[src/rtl/refresh_pkg.sv]
// constants for the refresh timer and refresh control block
// What this block does
// - power-on reset alone clears control, status and count registers
// - refresh_enable low means no refresh; counter is plain 8-bit timer
// - with refresh on, refresh_mode picks periodic refresh or self-refresh
// - with wait enable, refresh inserts 1 to 4 states, external wait ignored
// - wait enable low means wait field ignored and no wait states
// - reserved and unused bits read zero; software writes zero there
// - compare_match_flag sets when count equals refresh_constant
// - flag clears only by reading it as 1 then writing 0
// - match with irq enable raises compare_match_irq; disabled suppresses it
// - clock select 0 stops; 1..7 pick clock divided by 2..4096
// - counter counts up on selected clock once selection is nonzero
// - a match clears the counter to zero as well as setting the flag
// - a match with refresh_enable high and refresh_mode low runs one refresh cycle if none is still running
// - counter is 8 bits wide; reads give it in the low byte
// - refresh_constant holds compare value, written with key 0x96
// - refresh_constant resets to 0x00ff on power-on reset only
// - wrong key or byte-sized writes to protected registers are dropped
// - byte and word reads allowed; word reads give zero upper byte
package refresh_pkg;
  // register indices on the register port
  localparam logic [1:0]  IDX_CONTROL   = 2'h0;
  localparam logic [1:0]  IDX_CTRL_STAT = 2'h1;
  localparam logic [1:0]  IDX_COUNT     = 2'h2;
  localparam logic [1:0]  IDX_CONSTANT  = 2'h3;
  // write keys in the upper byte
  localparam logic [7:0]  KEY_CONTROL   = 8'h5a;
  localparam logic [7:0]  KEY_CTRL_STAT = 8'ha5;
  localparam logic [7:0]  KEY_COUNT     = 8'h69;
  localparam logic [7:0]  KEY_CONSTANT  = 8'h96;
  // field positions
  localparam int          POS_RFSH_EN   = 7;
  localparam int          POS_RFSH_MODE = 6;
  localparam int          POS_WAIT_HI   = 5;
  localparam int          POS_WAIT_LO   = 4;
  localparam int          POS_CMF       = 7;
  localparam int          POS_COMPARE_MATCH_IRQ_ENABLE      = 6;
  localparam int          POS_CKS_HI    = 5;
  localparam int          POS_CKS_LO    = 3;
  // reset values
  localparam logic [7:0]  RST_CONTROL   = 8'h00;
  localparam logic [7:0]  RST_CTRL_STAT = 8'h00;
  localparam logic [7:0]  RST_COUNT     = 8'h00;
  localparam logic [7:0]  RST_CONSTANT  = 8'hff;
  // prescaler divide masks, index is clock select (divisor minus one)
  localparam logic [11:0] DIV_MASK [8] = '{
    12'h000, 12'h001, 12'h007, 12'h01f,
    12'h07f, 12'h1ff, 12'h7ff, 12'hfff};
  // refresh cycle length without wait states, in clock cycles
  localparam logic [2:0]  CBR_BASE_CYC  = 3'h1;
endpackage

[src/rtl/prescale_if.sv]
// carrier between the refresh timer and its clock prescaler
`timescale 1ns/1ps
interface prescale_if;
  logic [2:0] clk_sel;
  logic       tick;
  modport ctrl (output clk_sel, input tick);
  modport div  (input clk_sel, output tick);
endinterface

[src/rtl/refresh_prescaler.sv]
// free-running prescaler giving one-cycle counter enables
`timescale 1ns/1ps
module refresh_prescaler
  import refresh_pkg::*;
(
  input  wire logic   i_mclk,
  input  wire logic   i_srst,
  prescale_if.div     pif
);
  logic [11:0] presc_ff;

  always_ff @(posedge i_mclk) begin
    if (i_srst) begin
      presc_ff <= 12'h000;
    end else begin
      presc_ff <= presc_ff + 12'h001;
    end
  end

  // select 0 gives no tick at all: the counter clock is stopped
  assign pif.tick = (pif.clk_sel != 3'h0) &&
    ((presc_ff & DIV_MASK[pif.clk_sel]) == DIV_MASK[pif.clk_sel]);

  AST_NO_TICK_STOPPED: assert property (@(posedge i_mclk)
    disable iff (i_srst) (pif.clk_sel == 3'h0) |-> !pif.tick)
    else $error("prescaler ticked with clock stopped");
endmodule

[src/rtl/refresh_timer_ctrl.sv]
// refresh control, refresh timer and its protected registers
`timescale 1ns/1ps
module refresh_timer_ctrl
  import refresh_pkg::*;
(
  input  wire logic        i_mclk,
  input  wire logic        i_srst,
  input  wire logic [1:0]  i_reg_idx,
  input  wire logic        i_reg_wr,
  input  wire logic        i_reg_rd,
  input  wire logic        i_reg_word,
  input  wire logic [15:0] i_reg_wdata,
  output logic      [15:0] o_reg_rdata,
  input  wire logic        i_refresh_wait_enable,
  output logic             o_cbr_active,
  output logic             o_self_refresh,
  output logic             o_compare_match_irq
);
  // ==========================================================
  // registers
  logic [7:0] control_ff;
  logic [7:0] ctrl_stat_ff;
  logic [7:0] count_ff;
  logic [7:0] constant_ff;
  logic       cmf_armed_ff;
  logic [2:0] cbr_left_ff;
  logic [15:0] rdata_ff;

  logic refresh_enable;
  logic refresh_mode;
  logic [1:0] wait_sel;
  logic compare_match_flag;
  logic compare_match_irq_enable;
  logic match;
  logic cbr_start;
  logic [2:0] nxt_cbr_len;
  logic wr_ok_control;
  logic wr_ok_stat;
  logic wr_ok_count;
  logic wr_ok_constant;

  prescale_if pif ();

  refresh_prescaler i_refresh_prescaler (
    .i_mclk (i_mclk),
    .i_srst (i_srst),
    .pif    (pif.div)
  );

  assign refresh_enable = control_ff[POS_RFSH_EN];
  assign refresh_mode   = control_ff[POS_RFSH_MODE];
  assign wait_sel       = control_ff[POS_WAIT_HI:POS_WAIT_LO];
  assign compare_match_flag            = ctrl_stat_ff[POS_CMF];
  assign compare_match_irq_enable           = ctrl_stat_ff[POS_COMPARE_MATCH_IRQ_ENABLE];
  assign pif.clk_sel    = ctrl_stat_ff[POS_CKS_HI:POS_CKS_LO];

  // ==========================================================
  // protected write decode: word size and matching key only
  assign wr_ok_control  = i_reg_wr && i_reg_word &&
    i_reg_idx == IDX_CONTROL && i_reg_wdata[15:8] == KEY_CONTROL;
  assign wr_ok_stat     = i_reg_wr && i_reg_word &&
    i_reg_idx == IDX_CTRL_STAT && i_reg_wdata[15:8] == KEY_CTRL_STAT;
  assign wr_ok_count    = i_reg_wr && i_reg_word &&
    i_reg_idx == IDX_COUNT && i_reg_wdata[15:8] == KEY_COUNT;
  assign wr_ok_constant = i_reg_wr && i_reg_word &&
    i_reg_idx == IDX_CONSTANT && i_reg_wdata[15:8] == KEY_CONSTANT;

  // only power-on reset reaches these; manual reset is not wired in
  always_ff @(posedge i_mclk) begin
    if (i_srst) begin
      control_ff <= RST_CONTROL;
    end else if (wr_ok_control) begin
      control_ff <= {i_reg_wdata[7:4], 4'h0};
    end
  end

  always_ff @(posedge i_mclk) begin
    if (i_srst) begin
      constant_ff <= RST_CONSTANT;
    end else if (wr_ok_constant) begin
      constant_ff <= i_reg_wdata[7:0];
    end
  end

  // ==========================================================
  // counter and compare
  assign match = pif.tick && (count_ff == constant_ff);

  always_ff @(posedge i_mclk) begin
    if (i_srst) begin
      count_ff <= RST_COUNT;
    end else if (wr_ok_count) begin
      count_ff <= i_reg_wdata[7:0];
    end else if (match) begin
      count_ff <= 8'h00;
    end else if (pif.tick) begin
      count_ff <= count_ff + 8'h01;
    end
  end

  // reading the flag as 1 arms the clear; any keyed word status write disarms
  always_ff @(posedge i_mclk) begin
    if (i_srst) begin
      cmf_armed_ff <= 1'b0;
    end else if (wr_ok_stat) begin
      cmf_armed_ff <= 1'b0;
    end else if (i_reg_rd && i_reg_idx == IDX_CTRL_STAT && compare_match_flag) begin
      cmf_armed_ff <= 1'b1;
    end
  end

  // a match in the clearing cycle keeps the flag set
  always_ff @(posedge i_mclk) begin
    if (i_srst) begin
      ctrl_stat_ff <= RST_CTRL_STAT;
    end else begin
      if (wr_ok_stat) begin
        ctrl_stat_ff[POS_COMPARE_MATCH_IRQ_ENABLE:POS_CKS_LO] <= i_reg_wdata[6:3];
      end
      if (match) begin
        ctrl_stat_ff[POS_CMF] <= 1'b1;
      end else if (wr_ok_stat && !i_reg_wdata[POS_CMF] &&
                   cmf_armed_ff) begin
        ctrl_stat_ff[POS_CMF] <= 1'b0;
      end
    end
  end

  assign o_compare_match_irq = compare_match_flag && compare_match_irq_enable;

  // ==========================================================
  // refresh cycle: length counted down, wait states fixed by field only while wait enable is high
  assign cbr_start = match && refresh_enable && !refresh_mode &&
                     cbr_left_ff == 3'h0;
  assign nxt_cbr_len = i_refresh_wait_enable ?
    CBR_BASE_CYC + {1'b0, wait_sel} + 3'h1 : CBR_BASE_CYC;

  always_ff @(posedge i_mclk) begin
    if (i_srst) begin
      cbr_left_ff <= 3'h0;
    end else if (cbr_start) begin
      cbr_left_ff <= nxt_cbr_len;
    end else if (cbr_left_ff != 3'h0) begin
      cbr_left_ff <= cbr_left_ff - 3'h1;
    end
  end

  assign o_cbr_active   = cbr_left_ff != 3'h0;
  // leaving self-refresh needs enable kept 1 while mode goes 0
  assign o_self_refresh = refresh_enable && refresh_mode;

  // ==========================================================
  // read port: registered, upper byte always zero
  always_ff @(posedge i_mclk) begin
    if (i_srst) begin
      rdata_ff <= 16'h0000;
    end else if (i_reg_rd) begin
      case (i_reg_idx)
        IDX_CONTROL:   rdata_ff <= {8'h00, control_ff};
        IDX_CTRL_STAT: rdata_ff <= {8'h00, ctrl_stat_ff};
        IDX_COUNT:     rdata_ff <= {8'h00, count_ff};
        IDX_CONSTANT:  rdata_ff <= {8'h00, constant_ff};
        default:       rdata_ff <= 16'h0000;
      endcase
    end
  end
  assign o_reg_rdata = rdata_ff;

  // ==========================================================
  // checks
  AST_CMF_SET: assert property (@(posedge i_mclk)
    disable iff (i_srst) match |=> compare_match_flag)
    else $error("flag not set after match");
  AST_CNT_CLEAR: assert property (@(posedge i_mclk)
    disable iff (i_srst) match && !wr_ok_count |=> count_ff == 8'h00)
    else $error("counter not cleared on match");
  AST_CNT_INC: assert property (@(posedge i_mclk)
    disable iff (i_srst) pif.tick && !match && !wr_ok_count
    |=> count_ff == $past(count_ff) + 8'h01)
    else $error("counter did not step on tick");
  AST_BAD_KEY: assert property (@(posedge i_mclk)
    disable iff (i_srst) i_reg_wr && i_reg_idx == IDX_CONSTANT &&
    (!i_reg_word || i_reg_wdata[15:8] != KEY_CONSTANT)
    |=> $stable(constant_ff))
    else $error("unprotected write changed constant");
  AST_CMF_HOLD: assert property (@(posedge i_mclk)
    disable iff (i_srst) compare_match_flag && !cmf_armed_ff && !i_reg_rd |=> compare_match_flag)
    else $error("flag cleared without prior read");
  AST_IRQ_RISE: assert property (@(posedge i_mclk)
    disable iff (i_srst) match && compare_match_irq_enable && !wr_ok_stat
    |=> o_compare_match_irq)
    else $error("irq missing after enabled match");
  AST_CMF_CLEAR: assert property (@(posedge i_mclk)
    disable iff (i_srst) wr_ok_stat && !i_reg_wdata[POS_CMF] &&
    cmf_armed_ff && !match |=> !compare_match_flag)
    else $error("armed flag clear did not take");
  AST_CNT_LOAD: assert property (@(posedge i_mclk)
    disable iff (i_srst) wr_ok_count
    |=> count_ff == $past(i_reg_wdata[7:0]))
    else $error("keyed count write not loaded");
  AST_CTRL_KEY: assert property (@(posedge i_mclk)
    disable iff (i_srst) i_reg_wr && i_reg_idx == IDX_CONTROL &&
    (!i_reg_word || i_reg_wdata[15:8] != KEY_CONTROL)
    |=> $stable(control_ff))
    else $error("unprotected write changed control");
  AST_NO_REFRESH_OFF: assert property (@(posedge i_mclk)
    disable iff (i_srst) match && !refresh_enable
    |=> !$rose(o_cbr_active))
    else $error("refresh started while disabled");
  AST_CBR_START: assert property (@(posedge i_mclk)
    disable iff (i_srst) match && refresh_enable && !refresh_mode &&
    !o_cbr_active |=> o_cbr_active)
    else $error("refresh not started on match");
  AST_CBR_FOUR_WAIT: assert property (@(posedge i_mclk)
    disable iff (i_srst) cbr_start && i_refresh_wait_enable &&
    wait_sel == 2'h3 |=> o_cbr_active [*5] ##1 !o_cbr_active)
    else $error("refresh length wrong with four waits");
  AST_CBR_NO_WAIT: assert property (@(posedge i_mclk)
    disable iff (i_srst) cbr_start && !i_refresh_wait_enable
    |=> o_cbr_active ##1 !o_cbr_active)
    else $error("wait states inserted while disabled");
  AST_UPPER_ZERO: assert property (@(posedge i_mclk)
    disable iff (i_srst) i_reg_rd |=> o_reg_rdata[15:8] == 8'h00)
    else $error("upper read byte not zero");
  AST_RESET_VALS: assert property (@(posedge i_mclk)
    i_srst |=> constant_ff == RST_CONSTANT && control_ff == RST_CONTROL &&
    ctrl_stat_ff == RST_CTRL_STAT &&
    count_ff == RST_COUNT)
    else $error("reset values wrong");
endmodule

[config.mk]
export PLATFORM = sky130hd
export DESIGN_NAME = refresh_timer_ctrl
export DESIGN_NICKNAME = d
export VERILOG_FILES = /design/src/rtl/refresh_pkg.sv /design/src/rtl/prescale_if.sv /design/src/rtl/refresh_prescaler.sv /design/src/rtl/refresh_timer_ctrl.sv
export SDC_FILE = /design/constraint.sdc
export NUM_CORES = 1
export LEC_CHECK = 0
export ABC_AREA = 1
export BUFFER_PORTS_ARGS = -buffer_cell sky130_fd_sc_hd__buf_4
export CORE_MARGIN = 4
export CORE_UTILIZATION = 51
export DETAILED_ROUTE_END_ITERATION = 6
export GPL_ROUTABILITY_DRIVEN = 1
export HOLD_SLACK_MARGIN = 0.15
export PLACE_DENSITY = 0.76
export SYNTH_ARGS = -nofsm -noshare
export SYNTH_HDL_FRONTEND = slang
export SYNTH_SLANG_ARGS = --single-unit
[constraint.sdc]
create_clock -name i_mclk -period 1.3 [get_ports i_mclk]
set_clock_uncertainty 0.1 [all_clocks]
set_input_delay 0.065 -clock i_mclk [delete_from_list [all_inputs] [get_ports i_mclk]]
set_output_delay 0.065 -clock i_mclk [all_outputs]
set_load 0.005 [all_outputs]
==> flow_summary.json, run 1 <==
{
  "die_x_um": 81.2,
  "cts_buffer_depth": 2,
  "setup_slack_ns": -0.247,
  "stdcell_count": 589,
  "ios": 43,
  "fin_crit_ns": 1.55,
  "start_util_pct": 53.1,
  "violations": "setup timing",
  "synth-edff-count": 0,
  "cts_buffers": 5,
  "fin_setup_tns_ns": -2.46,
  "drv_cap": 0,
  "setup-violations-final": 16,
  "hold_violations": 0,
  "drv_slew": 0,
  "hold_end": "ctrl_stat_ff[4]",
  "yosysWarnings": 0,
  "routabilityCongestion": 0.919,
  "reg2reg_slack_ns": -0.25,
  "multi_input_area_um2": 1510,
  "grt_pass1_vias": 2934,
  "dr.pass1.iters": 4,
  "wl_per_cell_um": 12.5,
  "antenna_found_initial": 0,
  "fmax_ghz": 0.646,
  "syn_area_um2": 2730,
  "startpoint_type": "flop",
  "synthFlopType": "dfxtp_1",
  "critPathLaunch": "constant_ff[7]",
  "cts.clk_slew.worst_paths_ns": 0.09,
  "clock-sinks": 49,
  "finalWirelength_um": 7360,
  "via_per_inst": 5.01,
  "place_inst": 553,
  "pwr_density_cell_nw_per_um2": 899,
  "ys_ff_latch": 49,
  "grt_pass1_wl_um": 12400,
  "worst_slew_pin_slew_ns": 0.523,
  "htreeDepth": 2,
  "critical_path_class": "reg2reg",
  "cp-end-kind": "flop",
  "outcome": "complete, but fails checks",
  "layout-drive-gt1-share_pct": 40.3,
  "grt_max_degree": 20,
  "overflow": 0,
  "nFillCells": 382,
  "critPathRequiredTime_ns": 1.43,
  "diodes": 0,
  "area_growth_syn_to_layout_pct": 45.8,
  "clk_latency_ns": 0.30,
  "drc": 0,
  "route.vias.total": 2951,
  "hold-path-cell-count": 5,
  "cts_root_buffer": "clkbuf_8",
  "hp-class": "in2reg",
  "regArea_um2": 1020,
  "ys_types": 34,
  "dp_hpwl_um": 5320,
  "place_ws_ns": -0.237,
  "drt_iter0_markers": 143,
  "min_from": "i_reg_wdata[11]",
  "worstPathMaxFanout": 6,
  "p_leak_nw": 1.94,
  "syn_area_per_cell_um2": 6.83,
  "r2r_start": "constant_ff[7]",
  "cts_tree": "built",
  "dieArea_um2": 6590,
  "synthArstFlopShare_pct": 0,
  "grt_usage_pct": 23.6,
  "reg2regPathDepth": 13,
  "ant_nets": 0,
  "slew_headroom_pct": 65.2,
  "period_share_pct": 119,
  "port_buffers": 34,
  "core-area_um2": 5140,
  "nets": 546,
  "rows": 26,
  "synth-seq-area-share_pct": 35.9,
  "netlist_instances": 400,
  "rsz0062_at_grt": "yes",
  "r2r-end": "count_ff[2]",
  "max-vdd-ir-drop_v": 0.000778,
  "arrival_ns": 1.68,
  "dieHeight_um": 81.2
}
## area by class of cell
type                            count  area share, %
Clock buffer                        6           1.82
Clock inverter                      2          0.975
Sequential cell                    49           25.7
Tap cell                           70           2.20
Multi-Input combinational cell    264           38.0
Timing Repair Buffer              120           23.9
Inverter                           78           7.36
## cells by family (layout without fill, tap and decap cells)
kind of cell / count (synthesis) / count (layout) / synth area share (%)
AOI/OAI and AO/OA: 67 / 67 / 15.6
xor gates and xnor gates: 10 / 10 / 3.21
adders and majority gates: 4 / 4 / 1.83
buffers and inverters: 94 / 206 / 14.6
DFF: 49 / 49 / 35.9
other: 1 / 8 / 0.137
and+or+nand+nor: 175 / 175 / 28.7
## worst max path at each step
stage	to	slack, ns	depth (start not counted)
floorplan	count_ff[0]	-0.02	13
finish	count_ff[2]	-0.25	13
global placement	cbr_left_ff[1]	-0.21	10
detailed placement	cbr_left_ff[0]	-0.24	10
CTS	count_ff[0]	-0.20	10
global route	cbr_left_ff[1]	-0.38	12
## placed cells by master, fill, tap and decap left out, drive strengths merged, types with 4 or more instances in the layout
cell | Yosys | final
buf | 11 | 107
nand2 | 79 | 79
inv | 77 | 77
nor2 | 62 | 62
dfxtp | 49 | 49
a21oi | 18 | 18
o21ai | 15 | 15
nand3 | 15 | 15
o22ai | 13 | 13
dlygate4sd3 | 0 | 13
o211ai | 12 | 12
nor3 | 9 | 9
nand4 | 8 | 8
xor2 | 8 | 8
conb | 1 | 8
clkbuf | 5 | 6
a211oi | 5 | 5
ha | 4 | 4
## critical path, stage by stage (launching register included)
cell     delay, ns
dfxtp_2       0.33
inv_1         0.07
nand2_1       0.06
nand2_1       0.07
nor2_1        0.04
nand2_1       0.09
inv_1         0.06
nand2_2       0.09
nand2_2       0.07
nor2_4        0.17
inv_2         0.07
nor2_1        0.11
nor2_1        0.06
nor2_1        0.09
## stage by stage
step	power (mW)	area, um^2	hold slack (ns)	util (%)
global route	3.75	3980	0.164	77.4
detailed placement	2.28	3460	0.244	67.3
finish	3.58	3980	0.140	77.4
CTS	3.58	3830	0.124	74.6
global placement	2.25	3460	0.243	67.3
floorplan	2.04	2790	0.0435	-
## registers in the layout (all words and copies together), names as in the netlist
signal,cells
ctrl_stat_ff,5
count_ff,8
o_reg_rdata,8
control_ff,4
cbr_left_ff,3
i_refresh_prescaler.presc_ff,12
constant_ff,8
cmf_armed_ff,1
## metal layers
metal	vias up	track usage [%]	part of all wire, %
met5	-	0	0
met3	15	4.10	4.4
met2	82	42.8	52
li1	1498	-	-
met4	0	5.74	1.6
met1	1356	28.9	42
## power breakdown
group | internal, mW | switching, mW | leakage (nW)
logic | 0.446 | 0.413 | 1.48
registers | 1.57 | 0.0471 | 0.404
clock network | 0.579 | 0.524 | 0.0554
## synth_stat cells, types with 2 or more instances
cell / number / area [um^2]
nor2_4: 2 / 22.5
nand4_1: 8 / 50.1
nand2_1: 75 / 282
a21oi_1: 14 / 70.1
ha_1: 4 / 50.1
a21oi_2: 4 / 35.0
nand2_2: 4 / 25.0
clkbuf_1: 5 / 18.8
nor2_1: 58 / 218
buf_4: 8 / 60.1
inv_2: 3 / 11.3
o211ai_1: 12 / 90.1
o22ai_1: 13 / 81.3
xor2_1: 8 / 70.1
o21ai_0: 15 / 75.1
buf_6: 2 / 22.5
o221ai_1: 3 / 26.3
inv_1: 74 / 278
a211oi_1: 5 / 37.5
xnor2_1: 2 / 17.5
dfxtp_1: 49 / 981
nand3_2: 2 / 20.0
nand3_1: 12 / 60.1
nor3_1: 8 / 40.0
## repair_timing
action,4_1_cts,5_1_grt
endpoints found under the setup margin,17,27
hold buffers,13,0
gates cloned,0,0
resized for setup,37,37
buffers inserted,7,9
pin swaps,13,18
endpoints found under the hold margin,43,0
No activity file was read; power rests on OpenSTA's default activity.
==> inputs of run 2 (changes only) <==
CELL_PAD_IN_SITES_DETAIL_PLACEMENT = 1   (was unset)
CELL_PAD_IN_SITES_GLOBAL_PLACEMENT = 2   (was unset)
CORE_UTILIZATION = 28   (was 51)
PLACE_DENSITY = 0.86   (was 0.76)
==> run 2 against run 1 <==
  * The flow still finishes with violations (setup timing)
  * Worst setup slack worse by 0.10 ns
  * Clock-buffer cell count up 1
  * Global-route usage down 7.7 points
  * Wire length grew 25%
  * Combinational power rose by 14%
  * Register-to-register slack got worse by 0.10 ns
  * Power rose by 5.3%
  * Final cell count grew 11%
  * Utilization shrank 33 points
  * Sequential cell count did not move
  * Largest power group unchanged
==> flow_summary.json, run 2 (synthesized netlist as in run 1, its figures left out) <==
{
  "setup-violations-final": 16,
  "stdcell_count": 651,
  "ios": 43,
  "routabilityCongestion": 0.870,
  "cts_root_buffer": "clkbuf_8",
  "clock-sinks": 49,
  "grt_usage_pct": 16.0,
  "arrival_ns": 1.79,
  "clk_latency_ns": 0.30,
  "hp-class": "in2reg",
  "grt_max_degree": 28,
  "r2r_start": "count_ff[4]",
  "dieHeight_um": 107,
  "startpoint_type": "flop",
  "start_util_pct": 29.1,
  "grt_pass1_wl_um": 14800,
  "rsz0062_at_grt": "yes",
  "violations": "setup timing",
  "period_share_pct": 127,
  "min_from": "i_reg_wdata[11]",
  "largest_register_ffs": 12,
  "fin_crit_ns": 1.65,
  "outcome": "complete, but fails checks",
  "drc": 0,
  "htreeDepth": 2,
  "wl_per_cell_um": 14.1,
  "cts.clk_slew.worst_paths_ns": 0.10,
  "cts_buffer_depth": 2,
  "nets": 549,
  "cts_tree": "built",
  "antenna_found_initial": 0,
  "cts_buffers": 5,
  "critPathRequiredTime_ns": 1.44,
  "via_per_inst": 4.54,
  "core-area_um2": 9370,
  "grt_pass1_vias": 3172,
  "dp_hpwl_um": 6320,
  "drv_slew": 0,
  "area_growth_syn_to_layout_pct": 52.7,
  "critPathLaunch": "count_ff[4]",
  "drt_iter0_markers": 76,
  "place_ws_ns": -0.318,
  "layout-drive-gt1-share_pct": 43.3,
  "overflow": 0,
  "route.vias.total": 2957,
  "layout_commonest_cell": "buf_4",
  "cp-end-kind": "flop",
  "pwr_density_cell_nw_per_um2": 903,
  "finalPower_mw": 3.77,
  "fin_util_pct": 44.5,
  "fmax_ghz": 0.607,
  "p_leak_nw": 1.98,
  "worstPathMaxFanout": 5,
  "dr.pass1.iters": 4,
  "max-vdd-ir-drop_v": 0.000512,
  "drv_cap": 0,
  "nFillCells": 1192,
  "diodes": 0,
  "mostFrequentLayoutCells": "buf_4 (102), nand2_1 (62), inv_1 (56)",
  "die_x_um": 107,
  "hold_violations": 0,
  "rows": 35,
  "port_buffers": 34,
  "place_inst": 609,
  "ant_nets": 0,
  "finalWirelength_um": 9180,
  "critical_path_class": "reg2reg",
  "top_register": "i_refresh_prescaler.presc_ff",
  "dieArea_um2": 11400,
  "setup_slack_ns": -0.348
}
==> run 2: where the power goes <==
part	internal [mW]	leakage [nW]	total [mW]	switching, mW
clock	0.629	0.0585	1.16	0.535
sequential	1.57	0.406	1.62	0.0510
combinational	0.529	1.52	0.982	0.453
==> run 2: per-layer routing <==
layer / part of all wire, % / vias up / wire length (um) / global-route usage [%]
met3: 2.8 / 13 / 259 / 2.53
met1: 43 / 1398 / 3910 / 18.7
met5: 0 / - / 0 / 0
met4: 1.6 / 0 / 146 / 3.29
met2: 53 / 54 / 4860 / 30.5
li1: - / 1492 / - / -
==> run 2: worst max-delay path, stage by stage (launching register included) <==
cell and delay [ns]:
dfxtp_2 0.34, inv_2 0.06, nand2_1 0.05, nand2_1 0.11
nor2_2 0.06, nand2_2 0.10, inv_2 0.06, nand2_4 0.08
nand2_4 0.05, nor2_4 0.20, buf_4 0.15, nand2_1 0.07
a21oi_2 0.13
==> run 2: final cells by class <==
type / instances / area (um^2) / area share, %
timing repair buffer: 123 / 1000 / 24.1
clock inverter: 1 / 30.0 / 0.720
sequential: 49 / 1020 / 24.5
multi-input combinational: 264 / 1570 / 37.6
tap: 129 / 161 / 3.87
inverter: 78 / 295 / 7.08
clock buffer: 7 / 86.3 / 2.07
==> run 2: path summary, 6_finish.rpt <==
| path | slack (ns) | end | cells past startpoint |
|---|---|---|---|
| min reg2reg | 0.38 | ctrl_stat_ff[6] | 2 |
| max | -0.35 | count_ff[1] | 12 |
| min | 0.15 | ctrl_stat_ff[4] | 5 |
| max reg2reg | -0.35 | count_ff[1] | 12 |
==> run 2: timing repair <==
item                                    4_1_cts  5_1_grt
resized for setup                            47       48
endpoints found under the setup margin       16       21
endpoints found under the hold margin        39        0
setup buffers                                13        9
hold buffers                                 12        0
pin swaps                                    17       29
==> run 2: per-stage QoR <==
stage | cell area [um^2] | hold WS [ns] | setup TNS [ns]
3_5_place_dp | 3530 | 0.271 | -3.13
3_3_place_gp | 3530 | 0.260 | -2.27
2_1_floorplan | 2790 | 0.0435 | -0.0532
4_1_cts | 3970 | 0.144 | -2.51
6_report | 4170 | 0.153 | -3.53
5_1_grt | 4170 | 0.158 | -5.24
